## src/rtl/mafa_pkg.sv

```systemverilog
// Package: constants and types of the monitor converter and fault alarm block
package mafa_pkg;

	// Two-wire target address
	localparam logic [6:0] TARGET_ADDR      = 7'h36;

	// Register offsets
	localparam logic [7:0] ADDR_PROJ_CTRL   = 8'h0B;
	localparam logic [7:0] ADDR_EMIT_CTRL   = 8'h1B;
	localparam logic [7:0] ADDR_TEMP_HI     = 8'h49;
	localparam logic [7:0] ADDR_TEMP_LO     = 8'h4A;
	localparam logic [7:0] ADDR_COLOUR_HI   = 8'h4B;
	localparam logic [7:0] ADDR_COLOUR_END  = 8'h50;
	localparam logic [7:0] ADDR_BATT_LO     = 8'h51;
	localparam logic [7:0] ADDR_OUT_LO      = 8'h52;
	localparam logic [7:0] ADDR_INPUT_CFG   = 8'h60;
	localparam logic [7:0] ADDR_CONT_CTRL   = 8'h61;
	localparam logic [7:0] ADDR_CONV_STATUS = 8'h62;
	localparam logic [7:0] ADDR_FAULT_CLEAR = 8'h63;
	localparam logic [7:0] ADDR_PIN_CFG     = 8'h64;
	localparam logic [7:0] ADDR_STATUS0     = 8'h70;
	localparam logic [7:0] ADDR_STATUS1     = 8'h71;
	localparam logic [7:0] ADDR_MASK0       = 8'h72;
	localparam logic [7:0] ADDR_MASK1       = 8'h73;
	localparam logic [7:0] ADDR_THRESH      = 8'h74;

	// Field positions
	localparam int ENABLE_BIT     = 0;
	localparam int CONT_BIT       = 1;
	localparam int CLEAR_BIT      = 7;
	localparam int PIN_MODE_BIT   = 3;
	localparam int THRESH_BATT_LSB = 6;
	localparam int THRESH_DRV_LSB  = 0;

	// Reset values
	localparam logic [7:0] REG_RESET        = 8'h00;

	// Converter channel codes and colour slots
	localparam logic [1:0] CHAN_TEMP        = 2'h0;
	localparam logic [1:0] CHAN_BATT        = 2'h1;
	localparam logic [1:0] CHAN_OUT         = 2'h2;
	localparam logic [1:0] COLOUR_RED       = 2'h0;
	localparam logic [1:0] COLOUR_NONE      = 2'h3;

	// Temperature code of the overtemperature threshold (120 C)
	localparam logic [9:0] OVERTEMP_CODE    = 10'h2F0;

	// Timing
	localparam int CLK_MHZ          = 250;
	localparam int CONV_RATE_SPS    = 4000;
	localparam int CONV_PERIOD_CYC  = CLK_MHZ * 1000000 / CONV_RATE_SPS;
	localparam int SETTLE_US        = 500;
	localparam int SETTLE_CYC       = SETTLE_US * CLK_MHZ;
	localparam int FAIL_UNIT_US     = 100;
	localparam int FAIL_UNIT_CYC    = FAIL_UNIT_US * CLK_MHZ;
	localparam int TIMER_W          = 20;

	// Analog comparator and driver inputs
	typedef struct packed {
		logic [3:0] regulatorOn;
		logic [3:0] regulatorLow;
		logic [3:0] mirrorLow;
		logic [1:0] currentLimit;
		logic [3:0] batteryLow;
		logic       outputUnder;
		logic       outputOver;
		logic [2:0] driverOn;
		logic [2:0] driverLow;
	} mafa_alarm_in_t;

	// Every pin input that crosses into the clock domain
	typedef struct packed {
		mafa_alarm_in_t alarm;
		logic           modulation;
		logic           selB;
		logic           selA;
		logic           sda;
		logic           scl;
	} mafa_pins_t;

	// Converter request and answer
	typedef struct packed {
		logic       start;
		logic [1:0] channel;
	} mafa_adc_req_t;

	typedef struct packed {
		logic       done;
		logic [9:0] data;
	} mafa_adc_res_t;

	// Control levels to the analog side
	typedef struct packed {
		logic       projectionEnable;
		logic       emitterEnable;
		logic [1:0] batteryThreshold;
		logic [1:0] driverThreshold;
	} mafa_ctrl_t;

	typedef enum logic [2:0] {
		I_IDLE = 3'b000,
		I_ADDR = 3'b001,
		I_ACK  = 3'b010,
		I_WR   = 3'b011,
		I_RD   = 3'b100,
		I_RACK = 3'b101
	} mafa_i2c_state_t;

	typedef enum logic [1:0] {
		S_IDLE = 2'b00,
		S_TEMP = 2'b01,
		S_BATT = 2'b10,
		S_OUT  = 2'b11
	} mafa_seq_t;

	// Whole state of the block
	typedef struct packed {
		mafa_pins_t            sync1;
		mafa_pins_t            sync2;
		mafa_pins_t            sync3;
		mafa_pins_t            filt;
		logic                  sclPrev;
		logic                  sdaPrev;
		mafa_i2c_state_t       i2cState;
		logic [3:0]            bitCnt;
		logic [7:0]            shiftReg;
		logic [7:0]            regPtr;
		logic                  isRead;
		logic                  havePtr;
		logic                  sdaOeN;
		logic                  projEnable;
		logic                  emitEnable;
		logic [7:0]            inputCfg;
		logic [7:0]            contCtrl;
		logic [7:0]            mask0;
		logic [7:0]            mask1;
		logic [7:0]            threshCfg;
		logic [3:0]            pinCfg;
		logic [7:0]            status0;
		logic [7:0]            status1;
		logic [15:0]           rawPrev;
		logic                  faultOeN;
		logic [TIMER_W-1:0]    pulseCnt;
		mafa_seq_t             seq;
		logic                  convBusy;
		logic                  convStart;
		logic [1:0]            convChan;
		logic [1:0]            colour;
		logic [TIMER_W-1:0]    seqTimer;
		logic [2:0]            subPrev;
		logic [9:0]            tempResult;
		logic [2:0][9:0]       battResult;
		logic [2:0][9:0]       outResult;
		logic [2:0]            convDone;
	} mafa_state_t;

endpackage

```

## src/rtl/mafa_top.sv

```systemverilog
// Monitor converter sequencer, fault alarm logic and two-wire register target
// Function
// - 10-bit 4 ksps converter shared by three inputs
// - Convert temperature, battery, output; store results
// - Select pins, plus modulation, define sub-frames
// - Output conversion starts 500 us after sub-frame
// - Per-colour voltage results, one temperature result
// - Continuous mode cycles, stores into red slots
// - Open-collector fault pin, status or pulse mode
// - Pulse ends on time, repeats on change
// - Alarm bits sticky until clear bit written
// - Each alarm bit has its own mask bit
// - Enabled regulator below 90% flags alarm
// - Mirror supplies low flag under both enables
// - Buck-boost current limits flag two bits
// - Overtemperature from converter, only with emitter enabled
// - Battery undervoltage, threshold from config bits
// - Converter output below 1.5 V flags
// - Converter output above 5.2 V flags
// - Per-channel driver low voltage, programmable threshold
// - Battery below 2.55 V resets every register
// - Thermal shutdown resets; host rewrites registers
// - Two-wire target at address 36h, 400 kHz
`timescale 1ns/10ps

module mafa_top #(
	parameter int CONV_PERIOD_CYCLES = mafa_pkg::CONV_PERIOD_CYC,
	parameter int SETTLE_CYCLES      = mafa_pkg::SETTLE_CYC,
	parameter int FAIL_UNIT_CYCLES   = mafa_pkg::FAIL_UNIT_CYC
) (
	// Clock and power or thermal reset
	input  wire logic                    clk_sys,
	input  wire logic                    reset,
	// Two-wire bus pins
	input  wire logic                    sclIn,
	input  wire logic                    sdaIn,
	output logic                         sdaOut,
	output logic                         sdaOeN,
	// Sub-frame pins
	input  wire logic                    subframeSelectA,
	input  wire logic                    subframeSelectB,
	input  wire logic                    modulationIn,
	// Analog comparators and driver state
	input  wire mafa_pkg::mafa_alarm_in_t alarmIn,
	// Monitor converter
	output mafa_pkg::mafa_adc_req_t      adcReq,
	input  wire mafa_pkg::mafa_adc_res_t adcRes,
	// Control levels
	output mafa_pkg::mafa_ctrl_t         ctrlOut,
	// Fault pin, open collector
	output logic                         faultOut,
	output logic                         faultOeN
);
	import mafa_pkg::*;

	mafa_state_t q;
	mafa_state_t d;

	// Register read multiplexer
	function automatic logic [7:0] readReg(input mafa_state_t s, input logic [7:0] a);
		logic [7:0] r;
		logic [7:0] off;
		r = 8'h00;
		off = a - ADDR_COLOUR_HI;
		if (a >= ADDR_COLOUR_HI && a <= ADDR_COLOUR_END) begin
			r = off[0] ? s.outResult[off[2:1]][9:2] : s.battResult[off[2:1]][9:2];
		end else begin
			case (a)
				ADDR_PROJ_CTRL:   r = {7'h00, s.projEnable};
				ADDR_EMIT_CTRL:   r = {7'h00, s.emitEnable};
				ADDR_TEMP_HI:     r = s.tempResult[9:2];
				ADDR_TEMP_LO:     r = {6'h00, s.tempResult[1:0]};
				ADDR_BATT_LO: r = {2'h0, s.battResult[2][1:0], s.battResult[1][1:0],
					s.battResult[0][1:0]};
				ADDR_OUT_LO: r = {2'h0, s.outResult[2][1:0], s.outResult[1][1:0],
					s.outResult[0][1:0]};
				ADDR_INPUT_CFG:   r = s.inputCfg;
				ADDR_CONT_CTRL:   r = s.contCtrl;
				ADDR_CONV_STATUS: r = {5'h00, s.convDone};
				ADDR_PIN_CFG:     r = {4'h0, s.pinCfg};
				ADDR_STATUS0:     r = s.status0;
				ADDR_STATUS1:     r = s.status1;
				ADDR_MASK0:       r = s.mask0;
				ADDR_MASK1:       r = s.mask1;
				ADDR_THRESH:      r = s.threshCfg;
				default:          r = 8'h00;
			endcase
		end
		return r;
	endfunction

	// Next-state logic of the whole block
	always_comb begin
		logic        sclF;
		logic        sdaF;
		logic        sclRise;
		logic        sclFall;
		logic        startCond;
		logic        stopCond;
		logic        clearNow;
		logic [7:0]  rdByte;
		logic [7:0]  raw0;
		logic [7:0]  raw1;
		logic [15:0] unmasked;
		logic        pwmUsed;
		logic [2:0]  subNow;
		logic        contMode;
		logic        trigger;
		sclF      = q.filt.scl;
		sdaF      = q.filt.sda;
		sclRise   = sclF & ~q.sclPrev;
		sclFall   = ~sclF & q.sclPrev;
		startCond = sclF & q.sclPrev & q.sdaPrev & ~sdaF;
		stopCond  = sclF & q.sclPrev & ~q.sdaPrev & sdaF;
		clearNow  = 1'b0;
		rdByte    = readReg(q, q.regPtr);
		raw0      = 8'h00;
		raw1      = 8'h00;
		unmasked  = 16'h0000;
		pwmUsed   = 1'b0;
		subNow    = 3'h0;
		contMode  = 1'b0;
		trigger   = 1'b0;

		d = q;
		d.convStart = 1'b0;

		// Pin synchronisers: a change counts once stages two and three agree
		d.sync1 = mafa_pins_t'({subframeSelectB, subframeSelectA, sdaIn, sclIn} == 4'h0 ?
			{alarmIn, modulationIn, 4'h0} : {alarmIn, modulationIn, subframeSelectB,
			subframeSelectA, sdaIn, sclIn});
		d.sync2 = q.sync1;
		d.sync3 = q.sync2;
		d.filt  = mafa_pins_t'((q.sync2 & q.sync3) | (q.filt & (q.sync2 ^ q.sync3)));
		d.sclPrev = sclF;
		d.sdaPrev = sdaF;

		// Two-wire target
		if (startCond) begin
			d.i2cState = I_ADDR;
			d.bitCnt   = 4'h0;
			d.havePtr  = 1'b0;
			d.sdaOeN   = 1'b1;
		end else if (stopCond) begin
			d.i2cState = I_IDLE;
			d.sdaOeN   = 1'b1;
		end else begin
			case (q.i2cState)
				I_ADDR, I_WR: begin
					if (sclRise) begin
						d.shiftReg = {q.shiftReg[6:0], sdaF};
						d.bitCnt   = q.bitCnt + 4'h1;
					end else if (sclFall && q.bitCnt == 4'h8) begin
						d.bitCnt = 4'h0;
						if (q.i2cState == I_ADDR) begin
							if (q.shiftReg[7:1] == TARGET_ADDR) begin
								d.isRead   = q.shiftReg[0];
								d.sdaOeN   = 1'b0;
								d.i2cState = I_ACK;
							end else begin
								d.i2cState = I_IDLE;
							end
						end else begin
							d.sdaOeN   = 1'b0;
							d.i2cState = I_ACK;
							if (!q.havePtr) begin
								d.regPtr  = q.shiftReg;
								d.havePtr = 1'b1;
							end else begin
								d.regPtr = q.regPtr + 8'h01;
								case (q.regPtr)
									ADDR_PROJ_CTRL:   d.projEnable = q.shiftReg[ENABLE_BIT];
									ADDR_EMIT_CTRL:   d.emitEnable = q.shiftReg[ENABLE_BIT];
									ADDR_INPUT_CFG:   d.inputCfg = q.shiftReg;
									ADDR_CONT_CTRL:   d.contCtrl = q.shiftReg;
									ADDR_FAULT_CLEAR: clearNow = q.shiftReg[CLEAR_BIT];
									ADDR_PIN_CFG:     d.pinCfg = q.shiftReg[3:0];
									ADDR_MASK0:       d.mask0 = q.shiftReg;
									ADDR_MASK1:       d.mask1 = q.shiftReg;
									ADDR_THRESH:      d.threshCfg = q.shiftReg;
									default:          d.threshCfg = q.threshCfg;
								endcase
							end
						end
					end
				end
				I_ACK: begin
					if (sclFall) begin
						if (q.isRead) begin
							d.shiftReg = rdByte;
							d.sdaOeN   = rdByte[7];
							d.regPtr   = q.regPtr + 8'h01;
							d.bitCnt   = 4'h1;
							d.i2cState = I_RD;
						end else begin
							d.sdaOeN   = 1'b1;
							d.i2cState = I_WR;
						end
					end
				end
				I_RD: begin
					if (sclFall) begin
						if (q.bitCnt == 4'h8) begin
							d.sdaOeN   = 1'b1;
							d.bitCnt   = 4'h0;
							d.i2cState = I_RACK;
						end else begin
							d.sdaOeN   = q.shiftReg[6];
							d.shiftReg = {q.shiftReg[6:0], 1'b0};
							d.bitCnt   = q.bitCnt + 4'h1;
						end
					end
				end
				I_RACK: begin
					// Host acknowledge continues the read, no acknowledge ends it
					if (sclRise) begin
						d.i2cState = sdaF ? I_IDLE : I_ACK;
					end
				end
				default: begin
					d.i2cState = I_IDLE;
					d.sdaOeN   = 1'b1;
				end
			endcase
		end

		// Raw alarm conditions
		raw0[3:0] = q.filt.alarm.regulatorOn & q.filt.alarm.regulatorLow;
		raw0[4]   = q.emitEnable & q.projEnable & (|q.filt.alarm.mirrorLow);
		raw0[6:5] = q.filt.alarm.currentLimit;
		raw0[7]   = q.emitEnable & (q.tempResult >= OVERTEMP_CODE);
		raw1[0]   = |q.filt.alarm.batteryLow;
		raw1[1]   = q.filt.alarm.outputUnder;
		raw1[4]   = q.filt.alarm.outputOver;
		raw1[7:5] = q.filt.alarm.driverOn & q.filt.alarm.driverLow;

		// Sticky capture, a new event wins over the clear
		d.status0 = (clearNow ? 8'h00 : q.status0) | raw0;
		d.status1 = (clearNow ? 8'h00 : q.status1) | raw1;
		d.rawPrev = {raw1, raw0};
		unmasked  = {raw1, raw0} & ~{q.mask1, q.mask0};

		// Fault pin: level in status mode, timed pulse in interrupt mode
		if (!q.pinCfg[PIN_MODE_BIT]) begin
			d.faultOeN = ~|unmasked;
			d.pulseCnt = '0;
		end else if (|(({raw1, raw0} ^ q.rawPrev) & ~{q.mask1, q.mask0})) begin
			d.faultOeN = 1'b0;
			d.pulseCnt = TIMER_W'((32'(q.pinCfg[2:0]) + 32'd1) * 32'(FAIL_UNIT_CYCLES));
		end else if (q.pulseCnt > TIMER_W'(1)) begin
			d.pulseCnt = q.pulseCnt - TIMER_W'(1);
		end else begin
			d.faultOeN = 1'b1;
			d.pulseCnt = '0;
		end

		// Sub-frame detection
		pwmUsed = (q.inputCfg[1:0] == 2'b11) | (q.inputCfg[3:2] == 2'b11) |
			(q.inputCfg[5:4] == 2'b11);
		subNow   = {q.filt.modulation & pwmUsed, q.filt.selB, q.filt.selA};
		d.subPrev = subNow;
		contMode = q.contCtrl[CONT_BIT];
		trigger  = contMode ? (q.seq == S_IDLE) : (subNow != q.subPrev);

		// Converter sequence: temperature, battery, then output after settling
		if (q.seq != S_IDLE && q.seqTimer != {TIMER_W{1'b1}}) begin
			d.seqTimer = q.seqTimer + TIMER_W'(1);
		end
		if (trigger) begin
			d.seq      = S_TEMP;
			d.seqTimer = '0;
			d.convBusy = 1'b0;
			d.colour   = contMode ? COLOUR_RED : {q.filt.selB, q.filt.selA};
			if (!contMode && {q.filt.selB, q.filt.selA} != COLOUR_NONE) begin
				d.convDone[{q.filt.selB, q.filt.selA}] = 1'b0;
			end
		end else begin
			case (q.seq)
				S_TEMP: begin
					if (!q.convBusy) begin
						d.convStart = 1'b1;
						d.convChan  = CHAN_TEMP;
						d.convBusy  = 1'b1;
					end else if (adcRes.done) begin
						d.tempResult = adcRes.data;
						d.convBusy   = 1'b0;
						d.seq        = S_BATT;
					end
				end
				S_BATT: begin
					if (!q.convBusy && q.seqTimer >= TIMER_W'(CONV_PERIOD_CYCLES)) begin
						d.convStart = 1'b1;
						d.convChan  = CHAN_BATT;
						d.convBusy  = 1'b1;
					end else if (q.convBusy && adcRes.done) begin
						if (q.colour != COLOUR_NONE) begin
							d.battResult[q.colour] = adcRes.data;
						end
						d.convBusy = 1'b0;
						d.seq      = S_OUT;
					end
				end
				S_OUT: begin
					if (!q.convBusy && q.seqTimer >= TIMER_W'(SETTLE_CYCLES)) begin
						d.convStart = 1'b1;
						d.convChan  = CHAN_OUT;
						d.convBusy  = 1'b1;
					end else if (q.convBusy && adcRes.done) begin
						if (q.colour != COLOUR_NONE) begin
							d.outResult[q.colour] = adcRes.data;
							d.convDone[q.colour]  = 1'b1;
						end
						d.convBusy = 1'b0;
						d.seq      = S_IDLE;
					end
				end
				default: begin
					d.convBusy = 1'b0;
				end
			endcase
		end
	end

	// State register; the reset input is the supply and thermal reset
	always_ff @(posedge clk_sys or posedge reset) begin
		if (reset) begin
			q          <= '0;
			q.sdaOeN   <= 1'b1;
			q.faultOeN <= 1'b1;
		end else begin
			q <= d;
		end
	end

	// Outputs straight from the state register
	assign sdaOut   = q.convBusy & 1'b0;
	assign sdaOeN   = q.sdaOeN;
	assign faultOut = q.convBusy & 1'b0;
	assign faultOeN = q.faultOeN;
	assign adcReq   = '{start: q.convStart, channel: q.convChan};
	assign ctrlOut  = '{projectionEnable: q.projEnable, emitterEnable: q.emitEnable,
		batteryThreshold: q.threshCfg[THRESH_BATT_LSB +: 2],
		driverThreshold: q.threshCfg[THRESH_DRV_LSB +: 2]};

endmodule

```

## config.mk

```make
export PLATFORM = sky130hd
export DESIGN_NAME = mafa_top
export DESIGN_NICKNAME = d
export VERILOG_FILES = /design/src/rtl/mafa_pkg.sv /design/src/rtl/mafa_top.sv
export SDC_FILE = /design/constraint.sdc
export NUM_CORES = 1
export LEC_CHECK = 0
export BUFFER_PORTS_ARGS = -buffer_cell sky130_fd_sc_hd__buf_2
export CAP_MARGIN = 10
export CORE_UTILIZATION = 39
export CTS_BUF_LIST = sky130_fd_sc_hd__clkbuf_8
export CTS_CLUSTER_SIZE = 24
export DETAILED_ROUTE_END_ITERATION = 7
export GPL_TIMING_DRIVEN = 0
export RECOVER_POWER = 100
export SETUP_SLACK_MARGIN = 0.4
export SLEW_MARGIN = 20
export SYNTH_ARGS = -nofsm -noshare
export SYNTH_HDL_FRONTEND = slang
export SYNTH_SLANG_ARGS = --single-unit
```

## constraint.sdc

```tcl
create_clock -name clk_sys -period 11.8 [get_ports clk_sys]
set_input_delay 2.36 -clock clk_sys [delete_from_list [all_inputs] [get_ports clk_sys]]
set_output_delay 2.36 -clock clk_sys [all_outputs]
set_load 0.02 [all_outputs]
```

==> qor.txt, run 1 <==
Max Clk Rate: 153.9 MHz
R2R Setup Slk: 7.25 ns
Worst hold start: d[294]
Post-synth EDFFs: 0
Yosys top cell by area: dfrtp_1
DRC: 0
Async set-or-reset flop fraction in the synthesized netlist: 100.0%
Final min period: 6.498 ns
Die area: 0.04230 mm²
Critical path fanouts, max: 32
Core ar.: 0.04083 mm²
Largest net degree at the start of global routing: 35
Hold EP: d[263]
Hold buffers post-CTS: 0
Filler instances: 3,823
Clock Tree Root: clkbuf_8
Element type at the critical path end: asynchronous set/reset pin
Period utilization: 55.07%
Overflow after GRT: 0
Port Buf Inserts: 50
Least-Margin Pin Slew: 1.826 ns
Placement Cell Area: 0.01739 mm²
First-pass GRT wire length: 61.37 mm
DRT iter0 DRCs: 737
Critical path class: in -> async
# setup viols final: 0
Area added between synthesis and finish: 12.74%
I/O pin count: 57
Most common cell after layout, fill and taps aside: dfrtp_1
FP Rows: 74
Clk sinks: 351
Slew HR: -22.64%
Reg clk slew, reported paths: 0.06 ns
Final hold vios: 0
Max Cap Viol: 6
Dominant synthesized flop cell: dfrtp_1
Via/cell ratio: 5.395
Worst vdd ir: 0.07824 mV
Mapped Cells: 1,360
Clock latency on the worst-skew pair: 0.65 ns
Syn. warnings: 0
Synth unique cells: 80
Post-synthesis sequential area ratio: 54.31%
Hold WC Path Type: reg -> reg
Post-CTS Setup Bufs: 0
Final max-slew violation count: 150
Failing checks: max-capacitance violations, max-slew violations
Vias in the first global route: 11.22k
Worst Skew: 0.01659 ns
First drt pass iteration count: 6
Die W: 205.7 µm
Routability cong.: 0.8863
Final ANT Viol Nets: 0
Mapped Avg Cell Area: 11.89 µm²
Final nets: 1,593
Reg2reg end: q[195]
Clock H-tree levels: 2
Vias: 11.10k
Detail Placement HPWL: 26.45 mm
Static leakage: 0.008436 µW
Worst Path Arrival: 7.35 ns
Cell Area, Synth: 0.01618 mm²
WL/cell: 18.15 µm
Initial Utilization: 39.62%
Most frequent cells in the layout: dfrtp_1, mux2_2, inv_1
Initial antenna violation count: 2
Critical Path Source Type: input pin
Die height: 205.7 µm
Final WL: 37.34 mm
Hold depth: 0
TritonCTS clock tree: yes
CP required: 12.65 ns
Top post-synthesis cells by area: dfrtp_1, mux2_2, ha_1
Ant. Diodes: 0
Share of layout cells above drive strength 1: 19.02%
Final Hold Slack: 0.3421 ns
Unrepaired setup endpoints after global routing: no
CTS max path bufs: 3
CTS Buf Count: 59
Synth top area share: 53.99%
Status: finished, violations left
Fin area: 0.01824 mm²
GRT Overall Usage: 18.51%
CTS-repair resized insts: 0
Synthesized flop and latch total: 351
Reg2Reg Depth: 9
Worst R2R Start: q[206]
Setup TNS Final: 0 ns
Power Density: 145.2 mW/mm²
==> logic make-up (layout without fill, tap and decap cells) <==
family	Yosys count	count (layout)	synth area share [%]
XOR/XNOR	62	62	3.357
multiplexers	153	153	10.99
adder cells (fa/ha/maj)	65	65	5.012
flip-flops	351	351	54.31
buffers and inverters	127	291	3.380
AO/OA/AOI/OAI	276	276	12.01
other	1	2	0.02318
AND/OR/NAND/NOR	325	325	10.91
==> worst max path at each step <==
stage	cells past startpoint	slack, ns	start	to
after floorplan	1	4.74	reset	adcReq[0]
final	8	5.30	reset	d[281]
after CTS	12	7.40	q[206]	q[214]
after global placement	2	2.63	reset	q[251]
after detailed placement	12	7.42	q[206]	q[214]
after global routing	8	4.31	reset	q[282]
==> cells in the mapped netlist (12+ instances only) <==
| cell | count |
|---|---|
| dfrtp_1 | 349 |
| inv_1 | 60 |
| a21oi_1 | 46 |
| nand3_1 | 38 |
| o21ai_0 | 40 |
| clkbuf_1 | 38 |
| nand2_1 | 63 |
| buf_4 | 13 |
| mux2_2 | 127 |
| nand4_1 | 23 |
| nor2_1 | 69 |
| ha_1 | 64 |
| and3_1 | 16 |
| nor3_1 | 33 |
| nor4_1 | 12 |
| xnor2_1 | 31 |
| xor2_1 | 31 |
| mux2i_1 | 19 |
| o22ai_1 | 16 |
| a21o_1 | 51 |
==> report_power, final <==
| group | switching [µW] | total [µW] | internal, µW |
|---|---|---|---|
| Combinational | 152 | 254 | 101 |
| Sequential | 57.3 | 1340 | 1290 |
| Clock | 487 | 1050 | 563 |
| Total | 697 | 2650 | 1950 |
==> per-stage QoR <==
stage | utilization, % | instances | total power (µW) | setup WS [ns]
4_1_cts | 45.40 | 2057 | 2713 | 7.398
6_report | 44.67 | 2057 | 2648 | 5.302
2_1_floorplan | - | 1361 | 1533 | 4.741
3_3_place_gp | 41.88 | 1943 | 1615 | 2.628
3_5_place_dp | 42.59 | 1956 | 1637 | 7.420
5_1_grt | 44.67 | 2057 | 2783 | 4.308
==> worst max-delay path, cell delays in order <==
cell and delay, ns:
buf_2 0.10, clkinvlp_2 0.57, clkbuf_1 1.25, clkbuf_1 1.14, clkbuf_1 1.19, buf_12 0.28
buf_12 0.20, buf_16 0.18
==> sequential cells by signal, summed over array words and instances, names as in the netlist <==
signal,count
faultOeN,1
adcReq,3
q,270
d,70
ctrlOut,6
sdaOeN,1
==> cell type report <==
type                       count  area, µm²  share of cell area (%)
sequential                   351       8786                   48.18
clock buffer                  71      977.2                   5.358
timing repair buffer          63      339.1                   1.859
tap                          532      665.6                   3.650
inverter                      60      226.5                   1.242
clock inverter                30      168.9                  0.9262
buffer                        67      297.8                   1.633
multi-input combinational    883       6777                   37.16
==> routing by layer <==
metal  global-route usage [%]  up-vias  share of wire, %
li1                         -     5193                 -
met4                    6.746        4               2.8
met1                    25.33     5546                46
met3                    4.039       80               5.1
met5                        0        -             0.083
met2                    28.74      274                46
Note: power is estimated with default switching activity, not from simulation.
==> run 2, diff against run 1 <==
- clock period: 11.8 -> 6.2 ns (I/O delays scaled with it)
==> run 2 against run 1 <==
  * The run still ends with max-capacitance violations, max-slew violations left
  * Register-to-register slack worse by 5.6 ns
  * First-iteration DRC count fell by 1.5%
  * Final area increased by 0.27%
  * Clock-buffer cell count did not move
  * Worst setup slack got worse by 3.7 ns
  * Utilization grew 0.12 points
  * Non-clock buffer count unchanged
  * Combinational power increased by 92%
  * Sequential power is 91% higher
  * Die area did not move
  * Global-route usage unchanged
  * Critical endpoint is now q[195]
  * Largest power group unchanged
==> qor.txt, run 2 (synthesized netlist as in run 1, its figures left out) <==
Die W: 205.7 µm (unchanged)
Worst Path Arrival: 5.09 ns (was 7.35 ns)
Hold buffers post-CTS: 0 (unchanged)
Failing checks: max-capacitance violations, max-slew violations (unchanged)
Power Density: 275.9 mW/mm² (was 145.2 mW/mm²)
Share of layout cells above drive strength 1: 19.28% (was 19.02%)
PnR worst setup slack: 1.637 ns (was 5.302 ns)
Critical Path Source Type: register (was input pin)
Critical path class: reg -> reg (was in -> async)
Die height: 205.7 µm (unchanged)
Area added between synthesis and finish: 13.05% (was 12.74%)
CP required: 6.73 ns (was 12.65 ns)
I/O pin count: 57 (unchanged)
Unrepaired setup endpoints after global routing: no (unchanged)
Port Buf Inserts: 50 (unchanged)
Hold WC Path Type: reg -> reg (unchanged)
CP Cell Sequence: clkbuf_1 -> clkbuf_1 -> inv_1 -> ha_1 -> clkbuf_1 -> inv_1 -> clkbuf_1 -> nor4_1 -> mux2_2 (was buf_2 -> clkinvlp_2 -> clkbuf_1 -> clkbuf_1 -> clkbuf_1 -> buf_12 -> buf_12 -> buf_16)
Most common cell after layout, fill and taps aside: dfrtp_1 (unchanged)
Initial Utilization: 39.62% (unchanged)
Max Clk Rate: 219.2 MHz
Tot Pwr: 5045 µW (was 2648 µW)
Status: finished, violations left (unchanged)
DRT iter0 DRCs: 726 (was 737)
First drt pass iteration count: 8 (was 6)
Pre-CTS setup slack: 1.820 ns (was 7.420 ns)
Final min period: 4.563 ns
Most frequent cells in the layout: dfrtp_1, mux2_2, inv_1 (unchanged)
CTS max path bufs: 3 (unchanged)
Clock Tree Root: clkbuf_8 (unchanged)
Clk sinks: 351 (unchanged)
Max Cap Viol: 5 (was 6)
Overflow after GRT: 0 (unchanged)
Element type at the critical path end: register (was asynchronous set/reset pin)
Least-Margin Pin Slew: 1.848 ns (was 1.826 ns)
Clock latency on the worst-skew pair: 0.65 ns (about the same)
Core ar.: 0.04083 mm² (unchanged)
Slew HR: -24.14% (was -22.64%)
Setup TNS Final: 0 ns (unchanged)
Worst Skew: 0.01470 ns (was 0.01659 ns)
Detail Placement HPWL: 26.45 mm (unchanged)
Vias in the first global route: 11.22k (unchanged)
WL/cell: 18.14 µm (was 18.15 µm)
CP Buf/Inv Count: 6 (was 8)
Vias: 11.12k (was 11.10k)
Final nets: 1,593 (unchanged)
DRC: 0 (unchanged)
Worst vdd ir: 0.1489 mV (was 0.07824 mV)
GRT Overall Usage: 18.51% (unchanged)
Final hold vios: 0 (unchanged)
Layout Utilization: 44.79% (was 44.67%)
Non-Filler Instances: 2,057 (unchanged)
# setup viols final: 0 (unchanged)
Final WL: 37.31 mm (was 37.34 mm)
CTS Buf Count: 59 (unchanged)
First-pass GRT wire length: 61.37 mm (unchanged)
Largest register by flop count: q (unchanged)
CP max stage cell: nor4_1 (was clkbuf_1)
Critical path fanouts, max: 10 (was 32)
Final ANT Viol Nets: 0 (unchanged)
Die area: 0.04230 mm² (unchanged)
Max FFs per register: 270 (unchanged)
Period utilization: 73.59%
CTS-repair resized insts: 0 (unchanged)
Routability cong.: 0.8863 (unchanged)
Reg clk slew, reported paths: 0.07 ns (was 0.06 ns)
CP max stage delay: 1.38 ns (was 1.25 ns)
Static leakage: 0.008464 µW (was 0.008436 µW)
TritonCTS clock tree: yes (unchanged)
Most used cell, CP: clkbuf_1 (unchanged)
Clock H-tree levels: 2 (unchanged)
CP delay by family, top: buffers and inverters (unchanged)
Placed cells: 1,956 (unchanged)
Ant. Diodes: 0 (unchanged)
Initial antenna violation count: 2 (unchanged)
Post-CTS Setup Bufs: 0 (unchanged)
FP Rows: 74 (unchanged)
Via/cell ratio: 5.406 (was 5.395)
Largest net degree at the start of global routing: 35 (unchanged)
Final max-slew violation count: 80 (was 150)
run 2: cell types whose count changed in the layout (fill, tap and decap cells not counted):
cell / previous run / this run
clkbuf_1: 72 / 68
buf_12: 2 / 5
buf_2: 40 / 41
run 2: final timing paths:
kind                         from  endpoint  slack [ns]  cells past startpoint
setup / recovery           q[206]    q[195]        1.64                      9
max in group asynchronous   reset    d[294]        1.70                      5
hold reg to reg            d[294]    d[263]        0.34                      0
min in group asynchronous   reset    d[301]        0.75                      2
hold / removal             d[294]    d[263]        0.34                      0
setup reg to reg           q[206]    q[195]        1.64                      9
run 2: through the flow:
step	hold slack [ns]	instance area (µm²)
2_1_floorplan	0.3312	16180
3_3_place_gp	0.3343	17100
3_5_place_dp	0.3347	17390
4_1_cts	0.3441	18540
5_1_grt	0.3522	18290
6_report	0.3424	18290
run 2: per-layer routing:
metal	vias up	track usage (%)	routed length, µm
met5	-	0	31
li1	5191	-	-
met4	4	6.746	1010
met3	76	4.039	1929
met1	5567	25.33	17110
met2	283	28.74	17230
run 2: area by class of cell:
class	instances	area, µm²
Buffer	67	297.8
Clock buffer	71	977.2
Clock inverter	30	168.9
Fill cell	3818	22540
Inverter	60	226.5
Multi-Input combinational cell	883	6777
Sequential cell	351	8786
Tap cell	532	665.6
Timing Repair Buffer	63	389.1
run 2: power breakdown:
group / total (µW) / internal, µW / leakage, µW / switching, µW
sequential: 2560 / 2450 / 0.00446 / 109
clock: 2000 / 1070 / 0.000665 / 928
combinational: 487 / 197 / 0.00334 / 291
total: 5050 / 3720 / 0.00846 / 1330
